File: src/design/wbl_pkg.sv
// Constants for the work bit logic combiner: register map, fields,
// reset values, operation codes, source indices and timing counts.
// Assumes a 125 MHz controller clock and a 32-bit APB register bus.
package wbl_pkg;

    localparam int NUM_WB = 8;
    localparam int NUM_COND = 4;
    localparam int SRC_W = 6;
    localparam int OP_W = 3;
    localparam int DLY_W = 14;
    localparam int CFG_W = 10;
    localparam int STAT_W = 18;

    // Operation types
    localparam logic [OP_W-1:0] OP_OFF = 3'h0;
    localparam logic [OP_W-1:0] OP_AB_OR_CD = 3'h1;
    localparam logic [OP_W-1:0] OP_AC_AND_BD = 3'h2;
    localparam logic [OP_W-1:0] OP_ANY = 3'h3;
    localparam logic [OP_W-1:0] OP_ALL = 3'h4;

    // Register map (status byte address, word offsets inside a work bit slot)
    localparam logic [11:0] ADDR_STATUS = 12'h000;
    localparam logic [1:0] OFS_CFG = 2'h0;
    localparam logic [1:0] OFS_SRC = 2'h1;
    localparam logic [1:0] OFS_DLY = 2'h2;

    // Field positions
    localparam int CFG_OP_LSB = 0;
    localparam int CFG_POL_LSB = 4;
    localparam int CFG_OUTPOL_BIT = 8;
    localparam int CFG_UNIT_BIT = 9;
    localparam int SRC_FIELD_STRIDE = 8;
    localparam int DLY_ON_LSB = 0;
    localparam int DLY_OFF_LSB = 16;

    // Reset values and delay limit
    localparam logic [CFG_W-1:0] CFG_RST = 10'h000;
    localparam logic [SRC_W-1:0] SRC_RST = 6'h00;
    localparam logic [DLY_W-1:0] DLY_RST = 14'h0000;
    localparam logic [DLY_W-1:0] DLY_MAX = 14'h270F;

    // Source selector indices
    localparam int SRC_COUNT = 41;
    localparam int SRC_EVT_BASE = 3;
    localparam int SRC_ALM_BASE = 9;
    localparam int SRC_WB_BASE = 29;

    // Timing: delay units are seconds or minutes
    localparam int CLK_HZ = 125_000_000;
    localparam int SEC_S = 1;
    localparam int SEC_CYCLES = CLK_HZ * SEC_S;
    localparam logic [5:0] SEC_PER_MIN = 6'h3C;

endpackage

File: src/design/wb_delay_if.sv
// Carrier between the combiner and one work bit delay stage.
// Assumes both ends share the controller clock.
`timescale 1ns/100ps
`default_nettype none
interface wb_delay_if;
    import wbl_pkg::*;
    logic raw;
    logic tick;
    logic [DLY_W-1:0] on_dly;
    logic [DLY_W-1:0] off_dly;
    logic out;
    modport ctrl (output raw, output tick, output on_dly, output off_dly,
        input out);
    modport dly (input raw, input tick, input on_dly, input off_dly,
        output out);
endinterface
`default_nettype wire

File: src/design/wb_delay.sv
// ON/OFF delay stage for one work bit; its output is the registered result.
// Assumes tick pulses once per delay unit, one cycle wide.
`timescale 1ns/100ps
`default_nettype none
module wb_delay
    import wbl_pkg::*;
(
    input wire logic clock,
    input wire logic reset,
    wb_delay_if.dly port
);

    typedef struct packed {
        logic out;
        logic [DLY_W-1:0] cnt;
    } state_s;

    state_s s_reg;
    state_s s_next;
    logic differ;
    logic [DLY_W-1:0] lim;
    logic [DLY_W-1:0] cnt_inc;

    // First unit may be partial, so count one tick past the limit:
    // the delay errs long by under a unit, never short
    always_comb begin
        s_next = s_reg;
        differ = port.raw != s_reg.out;
        lim = port.raw ? port.on_dly : port.off_dly;
        cnt_inc = DLY_W'(s_reg.cnt + 1'b1);
        if (!differ) begin
            s_next.cnt = '0;
        end else if (port.tick) begin
            s_next.cnt = cnt_inc;
        end
        if (differ && (lim == '0 || (port.tick && cnt_inc > lim))) begin
            s_next.out = port.raw; // RULE9 RULE10
            s_next.cnt = '0;
        end
    end

    always_ff @(posedge clock) begin
        if (reset) begin
            s_reg <= '0;
        end else begin
            s_reg <= s_next;
        end
    end

    assign port.out = s_reg.out;
endmodule
`default_nettype wire

File: src/design/work_bit_logic_combiner.sv
// Work bit logic combiner: eight configurable AND/OR work bits with APB
// registers. Assumes synchronous inputs on the 125 MHz controller clock.
//
// Overview of operation
// RULE1 - Eight independent work bits, each with own operation and four inputs
// RULE2 - Operation type picks one of four combiners or OFF, OFF by default
// RULE3 - Type 1: ON when (A and B) or (C and D)
// RULE4 - Type 2: ON when (A or C) and (B or D)
// RULE5 - Type 3: ON when any of A, B, C, D is ON
// RULE6 - Type 4: ON only when A, B, C and D are all ON
// RULE7 - Each condition input reads a selectable source, work bits included
// RULE8 - Each input and each result has normally open or closed polarity
// RULE9 - ON delay: output turns ON after input stayed ON for set time
// RULE10 - OFF delay: output turns OFF after input stayed OFF for set time
// RULE11 - All bits evaluated each cycle; results registered, fed back late
//
// The APB register port and the address map were chosen for this implementation.
`timescale 1ns/100ps
`default_nettype none
module work_bit_logic_combiner
    import wbl_pkg::*;
#(
    parameter int SEC_CYCLES_P = SEC_CYCLES
) (
    input wire logic CLOCK,
    input wire logic RESET,
    input wire logic [11:0] PADDR,
    input wire logic PSEL,
    input wire logic PENABLE,
    input wire logic PWRITE,
    input wire logic [31:0] PWDATA,
    output logic [31:0] PRDATA,
    output logic PREADY,
    output logic PSLVERR,
    input wire logic [5:0] EVENT_IN,
    input wire logic [3:0] ALARM_IN,
    input wire logic [STAT_W-1:0] STAT_IN,
    output logic [NUM_WB-1:0] WORK_OUT
);

    typedef logic [NUM_COND-1:0][SRC_W-1:0] sel_t;

    typedef struct packed {
        logic [NUM_WB-1:0][CFG_W-1:0] cfg;
        logic [NUM_WB-1:0][NUM_COND*SRC_W-1:0] sel;
        logic [NUM_WB-1:0][DLY_W-1:0] on_dly;
        logic [NUM_WB-1:0][DLY_W-1:0] off_dly;
        logic [31:0] prdata;
        logic pslverr;
        logic pwr;
        logic [26:0] sec_cnt;
        logic [5:0] min_cnt;
    } state_s;

    state_s s_reg;
    state_s s_next;
    logic [SRC_COUNT-1:0] src_vec;
    logic [NUM_WB-1:0] wb_out;
    logic [NUM_WB-1:0] raw;
    logic [NUM_WB-1:0][NUM_COND-1:0] cond;
    logic sec_tick;
    logic min_tick;
    logic [3:0] wb_sel;
    logic [2:0] wb_i;
    logic is_status;
    logic is_wb;
    logic hit;
    logic [31:0] rd_data;
    logic [DLY_W-1:0] on_w;
    logic [DLY_W-1:0] off_w;

    // Gaps in the source list read as constant OFF
    always_comb begin
        src_vec = '0;
        src_vec[1] = 1'b1;
        src_vec[2] = s_reg.pwr;
        src_vec[SRC_EVT_BASE +: 6] = EVENT_IN;
        src_vec[SRC_ALM_BASE +: 4] = ALARM_IN;
        src_vec[15:13] = STAT_IN[2:0];
        src_vec[20:17] = STAT_IN[6:3];
        src_vec[28:22] = STAT_IN[13:7];
        src_vec[SRC_WB_BASE +: NUM_WB] = wb_out; // RULE11
        src_vec[40:37] = STAT_IN[17:14];
    end

    assign sec_tick = s_reg.sec_cnt == 27'(SEC_CYCLES_P - 1);
    assign min_tick = sec_tick && s_reg.min_cnt == SEC_PER_MIN - 6'h01;

    // APB decode: one 16-byte slot per work bit, slot 0 holds status
    assign wb_sel = PADDR[7:4];
    assign wb_i = 3'(wb_sel - 4'h1);
    assign is_status = PADDR == ADDR_STATUS;
    assign is_wb = PADDR[11:8] == 4'h0 && wb_sel != 4'h0
        && wb_sel <= 4'(NUM_WB) && PADDR[1:0] == 2'h0
        && PADDR[3:2] != 2'h3;
    assign hit = is_status || is_wb;
    assign on_w = PWDATA[DLY_ON_LSB +: DLY_W] > DLY_MAX
        ? DLY_MAX : PWDATA[DLY_ON_LSB +: DLY_W];
    assign off_w = PWDATA[DLY_OFF_LSB +: DLY_W] > DLY_MAX
        ? DLY_MAX : PWDATA[DLY_OFF_LSB +: DLY_W];

    always_comb begin
        rd_data = 32'h00000000;
        if (is_status) begin
            rd_data[NUM_WB-1:0] = wb_out;
        end else if (is_wb) begin
            case (PADDR[3:2])
                OFS_CFG: rd_data[CFG_W-1:0] = s_reg.cfg[wb_i];
                OFS_SRC: begin
                    for (int j = 0; j < NUM_COND; j++) begin
                        rd_data[j*SRC_FIELD_STRIDE +: SRC_W] =
                            s_reg.sel[wb_i][j*SRC_W +: SRC_W];
                    end
                end
                OFS_DLY: begin
                    rd_data[DLY_ON_LSB +: DLY_W] = s_reg.on_dly[wb_i];
                    rd_data[DLY_OFF_LSB +: DLY_W] = s_reg.off_dly[wb_i];
                end
                default: rd_data = 32'h00000000;
            endcase
        end
    end

    always_comb begin
        s_next = s_reg;
        s_next.pwr = 1'b0;
        s_next.sec_cnt = sec_tick ? 27'h0000000 : 27'(s_reg.sec_cnt + 1'b1);
        if (min_tick) begin
            s_next.min_cnt = 6'h00;
        end else if (sec_tick) begin
            s_next.min_cnt = 6'(s_reg.min_cnt + 1'b1);
        end
        // Read data and error are latched in setup so they leave a flop
        if (PSEL && !PENABLE) begin
            s_next.prdata = rd_data;
            s_next.pslverr = !hit;
        end
        if (PSEL && PENABLE && PWRITE && is_wb) begin
            case (PADDR[3:2])
                OFS_CFG: s_next.cfg[wb_i] = PWDATA[CFG_W-1:0];
                OFS_SRC: begin
                    for (int j = 0; j < NUM_COND; j++) begin
                        s_next.sel[wb_i][j*SRC_W +: SRC_W] =
                            PWDATA[j*SRC_FIELD_STRIDE +: SRC_W];
                    end
                end
                OFS_DLY: begin
                    s_next.on_dly[wb_i] = on_w;
                    s_next.off_dly[wb_i] = off_w;
                end
                default: s_next.pslverr = s_reg.pslverr;
            endcase
        end
    end

    always_ff @(posedge CLOCK) begin
        if (RESET) begin
            s_reg <= '0;
            s_reg.cfg <= {NUM_WB{CFG_RST}}; // RULE2
            s_reg.sel <= {(NUM_WB*NUM_COND){SRC_RST}};
            s_reg.on_dly <= {NUM_WB{DLY_RST}};
            s_reg.off_dly <= {NUM_WB{DLY_RST}};
            s_reg.pwr <= 1'b1;
        end else begin
            s_reg <= s_next;
        end
    end

    assign PREADY = 1'b1;
    assign PRDATA = s_reg.prdata;
    assign PSLVERR = s_reg.pslverr;
    assign WORK_OUT = wb_out;

    for (genvar i = 0; i < NUM_WB; i++) begin : g_wb // RULE1
        wb_delay_if dif ();
        logic [OP_W-1:0] op;
        logic [NUM_COND-1:0] pol;
        logic outpol;
        logic comb;
        sel_t sel;

        assign op = s_reg.cfg[i][CFG_OP_LSB +: OP_W];
        assign pol = s_reg.cfg[i][CFG_POL_LSB +: NUM_COND];
        assign outpol = s_reg.cfg[i][CFG_OUTPOL_BIT];
        assign sel = s_reg.sel[i];

        for (genvar j = 0; j < NUM_COND; j++) begin : g_cond
            assign cond[i][j] = (sel[j] < SRC_W'(SRC_COUNT)
                ? src_vec[sel[j]] : 1'b0) ^ pol[j]; // RULE7 RULE8
        end

        always_comb begin
            case (op)
                OP_AB_OR_CD: comb = (cond[i][0] && cond[i][1])
                    || (cond[i][2] && cond[i][3]); // RULE3
                OP_AC_AND_BD: comb = (cond[i][0] || cond[i][2])
                    && (cond[i][1] || cond[i][3]); // RULE4
                OP_ANY: comb = |cond[i]; // RULE5
                OP_ALL: comb = &cond[i]; // RULE6
                default: comb = 1'b0;
            endcase
        end

        // OFF is forced low: output polarity cannot turn it on
        assign raw[i] = (op == OP_OFF || op > OP_ALL)
            ? 1'b0 : comb ^ outpol; // RULE2 RULE8
        assign dif.raw = raw[i];
        assign dif.tick = s_reg.cfg[i][CFG_UNIT_BIT] ? min_tick : sec_tick;
        assign dif.on_dly = s_reg.on_dly[i];
        assign dif.off_dly = s_reg.off_dly[i];
        assign wb_out[i] = dif.out; // RULE11

        wb_delay u_dly (
            .clock(CLOCK),
            .reset(RESET),
            .port(dif.dly)
        );

    end
endmodule
`default_nettype wire

File: config.mk
export PLATFORM = sky130hd
export DESIGN_NAME = work_bit_logic_combiner
export DESIGN_NICKNAME = d
export VERILOG_FILES = /design/src/design/wbl_pkg.sv /design/src/design/wb_delay_if.sv /design/src/design/wb_delay.sv /design/src/design/work_bit_logic_combiner.sv
export SDC_FILE = /design/constraint.sdc
export NUM_CORES = 2
export LEC_CHECK = 0
export BUFFER_PORTS_ARGS = -buffer_cell sky130_fd_sc_hd__buf_2
export CORE_AREA = 2 2 356 446
export DETAILED_ROUTE_END_ITERATION = 7
export DIE_AREA = 0 0 358 448
export PLACE_DENSITY = 0.56
export SETUP_SLACK_MARGIN = 0.4
export SYNTH_ARGS = -nofsm -noshare
export SYNTH_HDL_FRONTEND = slang
export SYNTH_HIERARCHICAL = 1
export SYNTH_SLANG_ARGS = --single-unit
File: constraint.sdc
create_clock -name CLOCK -period 5.4 [get_ports CLOCK]
set_clock_uncertainty 0.15 [all_clocks]
set_input_delay 0.27 -clock CLOCK [delete_from_list [all_inputs] [get_ports CLOCK]]
set_output_delay 0.27 -clock CLOCK [all_outputs]
set_load 0.01 [all_outputs]
**Word-level counts from Yosys, hierarchy flattened**

Cells that the tools add are included.
W data, S select, Z words.

- Add/sub/neg operators: 11
- Magnitude comparators: 85
- Eq/ne operators: 46
- Multiplexer cells: 174
- Bitwise operators: 48
- Reduce and logical (&&, ||, !) cells: 144

Operators with widths:

| kind | count |
|---|---|
| $bwmux W192 | 4 |
| $demux W24 S3 | 4 |
| $bwmux W112 | 2 |
| $lt A6 B7 Y1 const B | 32 |
| $bmux W1 S6 | 32 |
| $lt A6 B6 Y1 const B | 32 |
| $mux W14 | 13 |
| $add A14 B1 Y14 const B | 8 |
| $gt A14 B14 Y1 | 8 |
| $logic_not A14 Y1 | 8 |
| $bmux W14 S3 | 2 |
| $mux W1 | 83 |
| $bwmux W80 | 1 |
| $bmux W24 S3 | 1 |
| $logic_and A1 B1 Y1 | 50 |
| $eq A3 B2 Y1 const B | 16 |
| $mux W24 | 2 |
| $demux W14 S3 | 1 |
| $logic_or A1 B1 Y1 | 41 |
| $xor A1 B1 Y1 | 40 |
| $mux W34 | 1 |
| $pmux W1 S4 | 8 |
| $reduce_and A4 Y1 | 8 |
| $reduce_or A4 Y1 | 8 |
| other kinds (42) | 103 |

- Register bits: 683
- Bits of input ports: 77
- Word-level logic and storage cells: 561

**Depth between registers and ports, before layout**

- Depth after elaboration: 15
- Depth in mapped cells: 24
- Depth with buffers taken out: 18

**Cells and area by module**

The synthesis kept the hierarchy.

Modules (own cells, without submodules):

| module | instances | cells each | area an instance (µm²) | seq. area each (µm²) |
|---|---|---|---|---|
| work_bit_logic_combiner | 1 | 4452 | 35783.1 | 11190.7 |
| wb_delay (g_wb[1].u_dly ...) | 6 | 156 | 1317.5 | 300.3 |
| wb_delay (g_wb[0].u_dly) | 1 | 172 | 1455.1 | 300.3 |
| wb_delay (g_wb[7].u_dly) | 1 | 169 | 1438.9 | 300.3 |

**Least setup slack after synthesis**

OpenSTA, ideal clock, no wires.

- Path type: register to register
- From: reg g_wb[2].sel[18] (netlist name)
- To: reg g_wb[2].u_dly/s_reg[7] (netlist bit)
- Arrival time: 4.969 ns
- Required time: 5.186 ns
- Setup slack: 0.217 ns
- Stages on the path, launching flop included: 21
- Buffers on the path: 4
- Clock period less this slack: 5.183 ns
- Cell sequence: dfxtp_1 clkbuf_1 mux4_2 mux4_2 mux2i_1 xor2_1 or3_1 a221oi_2 xor2_1 nor2_1 buf_4 buf_2 mux2i_1 ha_1 a211oi_1 o21ai_0 o211ai_1 o211ai_1 a2111o_1 buf_6 nor2_1

- Longest elaborated chain between the ends: 15
- Elaborated cells on any way between the ends: 23

Ends and longest elaborated chain:

| element | line | RTL |
|---|---|---|
| $bmux W1 S6 | work_bit_logic_combiner.sv:189 | `? src_vec[sel[j]] : 1'b0) ^ pol[j];` |
| $mux W1 (not written as such) | work_bit_logic_combiner.sv:189 |  |
| $mux W1 * | work_bit_logic_combiner.sv:189 |  |
| $xor A1 B1 Y1 * | work_bit_logic_combiner.sv:189 |  |
| $logic_or A1 B1 Y1 / $logic_and A1 B1 Y1 (equally long branches) | work_bit_logic_combiner.sv:197, work_bit_logic_combiner.sv:195 |  |
| $logic_and A1 B1 Y1 / $logic_or A1 B1 Y1 (equally long branches) | work_bit_logic_combiner.sv:197, work_bit_logic_combiner.sv:195 |  |
| $pmux W1 S4 * | work_bit_logic_combiner.sv:193 | `case (op)` |
| $xor A1 B1 Y1 * | work_bit_logic_combiner.sv:206 | `? 1'b0 : comb ^ outpol;` |
| $mux W1 * | work_bit_logic_combiner.sv:206 |  |
| via g_wb[2].dif.raw | wb_delay_if.sv:7 | `logic raw;` |
| $mux W14 | wb_delay.sv:29 | `lim = port.raw ? port.on_dly : port.off_dly;` |
| $gt A14 B14 Y1 | wb_delay.sv:36 | `if (differ && (lim == '0 \|\| (port.tick && cnt_inc > lim))) begin` |
| $logic_and A1 B1 Y1 | wb_delay.sv:36 |  |
| $logic_or A1 B1 Y1 | wb_delay.sv:36 |  |
| $logic_and A1 B1 Y1 | wb_delay.sv:36 |  |
| $reduce_or A3 Y1 (no source line) * | -- |  |
| end signal, assigned | wb_delay.sv:46 | `s_reg <= s_next;` |
| end, declared | wb_delay.sv:18 | `state_s s_reg;` |

Mark *: on every way through the listed nets, which the timed path passes. The rest lies on a longest branch. The select of a mux whose other input is x is not followed.
A chain may end at the register's enable or synchronous reset.

**Worst setup path in the final report**

- From: reg g_wb[2].u_dly.s_reg (netlist bit g_wb[2].u_dly/port.out)
- To: reg g_wb[0].u_dly/s_reg[8] (netlist bit)

- Longest elaborated chain between the ends: 15
- Elaborated cells on any way between the ends: 36

Ends and longest elaborated chain:

| element | line | RTL |
|---|---|---|
| $bmux W1 S6 | work_bit_logic_combiner.sv:189 |  |
| $mux W1 (not written as such) | work_bit_logic_combiner.sv:189 |  |
| $mux W1 | work_bit_logic_combiner.sv:189 |  |
| $xor A1 B1 Y1 | work_bit_logic_combiner.sv:189 |  |
| $logic_or A1 B1 Y1, or another cell as far along | work_bit_logic_combiner.sv:196 | `OP_AC_AND_BD: comb = (cond[i][0] \|\| cond[i][2])` |
| $logic_and A1 B1 Y1 / $logic_or A1 B1 Y1 (equally long branches) | work_bit_logic_combiner.sv:197, work_bit_logic_combiner.sv:195 |  |
| $pmux W1 S4 * | work_bit_logic_combiner.sv:193 |  |
| $xor A1 B1 Y1 * | work_bit_logic_combiner.sv:206 |  |
| $mux W1 * | work_bit_logic_combiner.sv:206 |  |
| via g_wb[0].dif.raw | wb_delay_if.sv:7 |  |
| $mux W14 | wb_delay.sv:29 |  |
| $gt A14 B14 Y1 | wb_delay.sv:36 |  |
| $logic_and A1 B1 Y1 | wb_delay.sv:36 |  |
| $logic_or A1 B1 Y1 | wb_delay.sv:36 |  |
| $logic_and A1 B1 Y1 | wb_delay.sv:36 |  |
| $reduce_or A3 Y1 (no source line) * | -- |  |
| end signal, assigned | wb_delay.sv:46 |  |
| end, declared | wb_delay.sv:18 |  |

Marks and branches as above.

==> impl_metrics.env <==
export IMPL_cp_start_kind="flop"
export IMPL_path_class="reg -> reg"
export IMPL_clk_pin_slew_ns=0.06
export IMPL_wirelength_um=222900
export IMPL_largest_reg_flops=192
export IMPL_ys_warn_count=6
export IMPL_grt_total_usage=0.2668
export IMPL_place_ws_ns=-0.4396
export IMPL_clk_path_buf_depth=3
export IMPL_outcome="complete, but fails checks"
export IMPL_r2r_end="g_wb[0].u_dly/s_reg[8]"
export IMPL_htreeDepth=3
export IMPL_initial_core_util=0.2992
export IMPL_irDropWorstVdd_mv=0.2179
export IMPL_die_y_um=448
export IMPL_period_needed_ns=5.694
export IMPL_drc_errors=4
export IMPL_clockRootBuffer="clkbuf_16"
export IMPL_gp_routability_congestion=1.006
export IMPL_yosysUniqueCellTypes=94
export IMPL_synthToLayoutAreaGrowth_pct=22.84
export IMPL_worstHoldStart="PSEL"
export IMPL_end_kind="flop"
export IMPL_grt_pass1_wl_um=314700
export IMPL_cp_required_ns=5.82
export IMPL_p_leak_nw=18.78
export IMPL_port_buffers=109
export IMPL_cts_made_buffers=84
export IMPL_fin_ws_ns=-0.2941
export IMPL_io_pin_count=119
export IMPL_final_cell_mix="nand2_1, dfxtp_1, a21oi_1"
export IMPL_antenna_found_initial=15
export IMPL_grt_pass1_vias=44850
export IMPL_finalSetupViolCount=70
export IMPL_grt_max_degree=117
export IMPL_die_w_um=358
export IMPL_synth_top_area_share=0.2918
export IMPL_slew_limit_headroom=0.1258
export IMPL_largest_register="g_wb.sel"
export IMPL_max_cap_violations=0
export IMPL_cts_tree="yes"
export IMPL_failed_checks="DRC, setup timing"
export IMPL_drt_iter0_markers=5919
export IMPL_die_area_sq_um=160400
export IMPL_synth_avg_cell_area_sq_um=8.131
export IMPL_hp_class="in -> reg"
export IMPL_fp_coreArea_sq_um=155700
export IMPL_path_max_fanout=12
export IMPL_finalHoldViolCount=0
export IMPL_synthArstFlopShare=0
export IMPL_rrSetupSlack_ns=-0.29
export IMPL_yosys_top_cells_area="dfxtp_1, mux4_2, nand2_1"
export IMPL_hold_path_endpoint="PRDATA[23]"
export IMPL_grt_overflow=0
export IMPL_hpwl_um=159600
export IMPL_cp_arrival_ns=6.11
export IMPL_vias=47790
export IMPL_seq_area_frac_synth=0.2918
export IMPL_rsz0062_at_grt="yes"
export IMPL_netlist_instances=5729
export IMPL_vias_per_cell=5.956
export IMPL_powerDensity_nw_per_um2=211.5
export IMPL_tightestPinTransition_ns=1.311
export IMPL_first_pass_iters=8
export IMPL_drtAntennaViolNets=0
export IMPL_final_common_cell="nand2_1"
export IMPL_synth_area_leader_cell="dfxtp_1"
export IMPL_crit_reg2reg_launch="g_wb[2].u_dly/port.out"
export IMPL_synth_edf_count=0
export IMPL_ys_flop_type="dfxtp_1"
export IMPL_num_nets_final=6117
export IMPL_r2r_cells=23
export IMPL_final_core_util=0.3676
export IMPL_hold_depth=5
export IMPL_drv_slew=0
export IMPL_timing_fmax_mhz=175.6
export IMPL_worstSkewPairLatency_ns=0.75
export IMPL_cts_sinks=679
export IMPL_drive_gt1_frac=0.2281
export IMPL_wl_per_cell_um=27.78
export IMPL_finalCritPeriodShare=1.054
export IMPL_syn_area_sq_um=46580
export IMPL_placementRows=162
export IMPL_synth_seq_cells=679
==> cells by family (layout without fill, tap and decap cells) <==
kind of cell,count (synthesis),after routing,share of synthesized area
AO/OA/AOI/OAI,1257,1257,0.1692
XOR/XNOR,275,275,0.05187
adder cells (fa/ha/maj),138,138,0.03693
buffers and inverters,684,923,0.06471
flip-flops,679,679,0.2918
multiplexers,544,545,0.1812
other,2,7,0.0001612
AND/OR/NAND/NOR,2150,2150,0.2041
==> per-stage QoR <==
stage	cell area (sq um)	cells	hold slack [ns]	total power, mW	TNS [ns]
after floorplan	46670	5732	0.1477	5.552	0
after global placement	51870	7802	0.2880	6.061	-20.74
after detailed placement	51870	7802	0.2977	6.060	-24.92
after CTS	56000	7995	0.03768	12.14	-0.1466
after global routing	57220	8023	0.08056	12.38	-13.27
final	57220	8024	0.08878	12.10	-6.221
==> cell type report <==
class	instances	area (sq um)
antenna	2	5.005
fill	15890	98450
timing repair buffer	706	6257
clock inverter	34	516.7
inverter	64	240.2
tap	2050	2565
multi-input combinational	4370	31560
sequential	679	13660
clock buffer	119	2414
==> layer usage <==
metal	global-route usage	vias to the layer above	share of wire
met5	0	-	0.00056
met2	0.4158	2975	0.44
met4	0.2011	18	0.092
met1	0.3129	23070	0.37
li1	-	20810	-
met3	0.07111	912	0.10
==> cells in the mapped netlist (8+ instances only) <==
| cell type | count |
|---|---|
| nand2_1 | 1239 |
| dfxtp_1 | 679 |
| a21oi_1 | 640 |
| clkbuf_1 | 410 |
| nor2_1 | 322 |
| mux2i_1 | 273 |
| a22oi_1 | 268 |
| mux4_2 | 233 |
| xor2_1 | 160 |
| ha_1 | 135 |
| nand3_1 | 115 |
| xnor2_1 | 114 |
| nand4_1 | 112 |
| o21ai_0 | 87 |
| buf_2 | 80 |
| inv_1 | 63 |
| nand2b_1 | 58 |
| and3_1 | 56 |
| buf_1 | 53 |
| nor3_1 | 51 |
| buf_4 | 50 |
| nor4_1 | 45 |
| nand3b_1 | 36 |
| a211oi_1 | 35 |
| nor2b_1 | 30 |
| mux2_2 | 29 |
| o211ai_1 | 28 |
| a31oi_1 | 23 |
| and2_1 | 22 |
| buf_6 | 20 |
| a311oi_1 | 18 |
| a21o_1 | 16 |
| a2111oi_0 | 13 |
| nor3b_1 | 13 |
| nor4b_1 | 9 |
| o22ai_1 | 9 |
| a222oi_1 | 8 |
| o221a_2 | 8 |
| o221ai_1 | 8 |
==> worst max-delay path: stages (launching register included) <==
cell and delay, ns:
dfxtp_4 0.40, buf_6 0.14, buf_12 0.14, mux4_2 0.46, mux2i_1 0.19, a211oi_2 0.10, a311oi_2 0.47, buf_4 0.23
xnor2_4 0.08, buf_6 0.14, nor4_1 0.27, nor4b_1 0.10, a211oi_1 0.24, mux2_2 0.41, buf_12 0.16, buf_12 0.14
mux2i_4 0.19, ha_4 0.29, nand4_1 0.15, o21bai_1 0.21, a311o_1 0.32, a21oi_4 0.27, clkbuf_16 0.20, nor3_2 0.04
==> where the power goes <==
part | total (mW) | switching (mW) | internal [mW]
Sequential | 5.02 | 0.00478 | 5.01
Clock | 6.09 | 2.55 | 3.53
Combinational | 1.00 | 0.702 | 0.298
Total | 12.1 | 3.26 | 8.84
==> worst max-delay path by stage <==
| stage | cells past startpoint | slack [ns] | from | endpoint |
|---|---|---|---|---|
| floorplan | 22 | 0.41 | g_wb[2].sel[19] | g_wb[2].u_dly/s_reg[7] |
| global placement | 25 | -0.51 | g_wb[1].u_dly/port.out | g_wb[5].u_dly/port.out |
| detailed placement | 24 | -0.44 | g_wb[1].u_dly/port.out | g_wb[5].u_dly/port.out |
| CTS | 23 | -0.03 | g_wb[2].u_dly/port.out | g_wb[0].u_dly/s_reg[9] |
| global route | 24 | -0.25 | g_wb[2].u_dly/port.out | g_wb[0].u_dly/s_reg[8] |
| finish | 23 | -0.29 | g_wb[2].u_dly/port.out | g_wb[0].u_dly/s_reg[8] |
==> timing repair <==
item | in CTS | in global routing
gates cloned | 3 | 7
pin swaps | 60 | 91
setup buffers | 9 | 20
hold endpoints to repair | 314 | 0
gates resized for setup | 171 | 192
endpoints found under the setup margin | 120 | 120
hold buffers | 28 | 0
(Power assumes the default switching activity.)
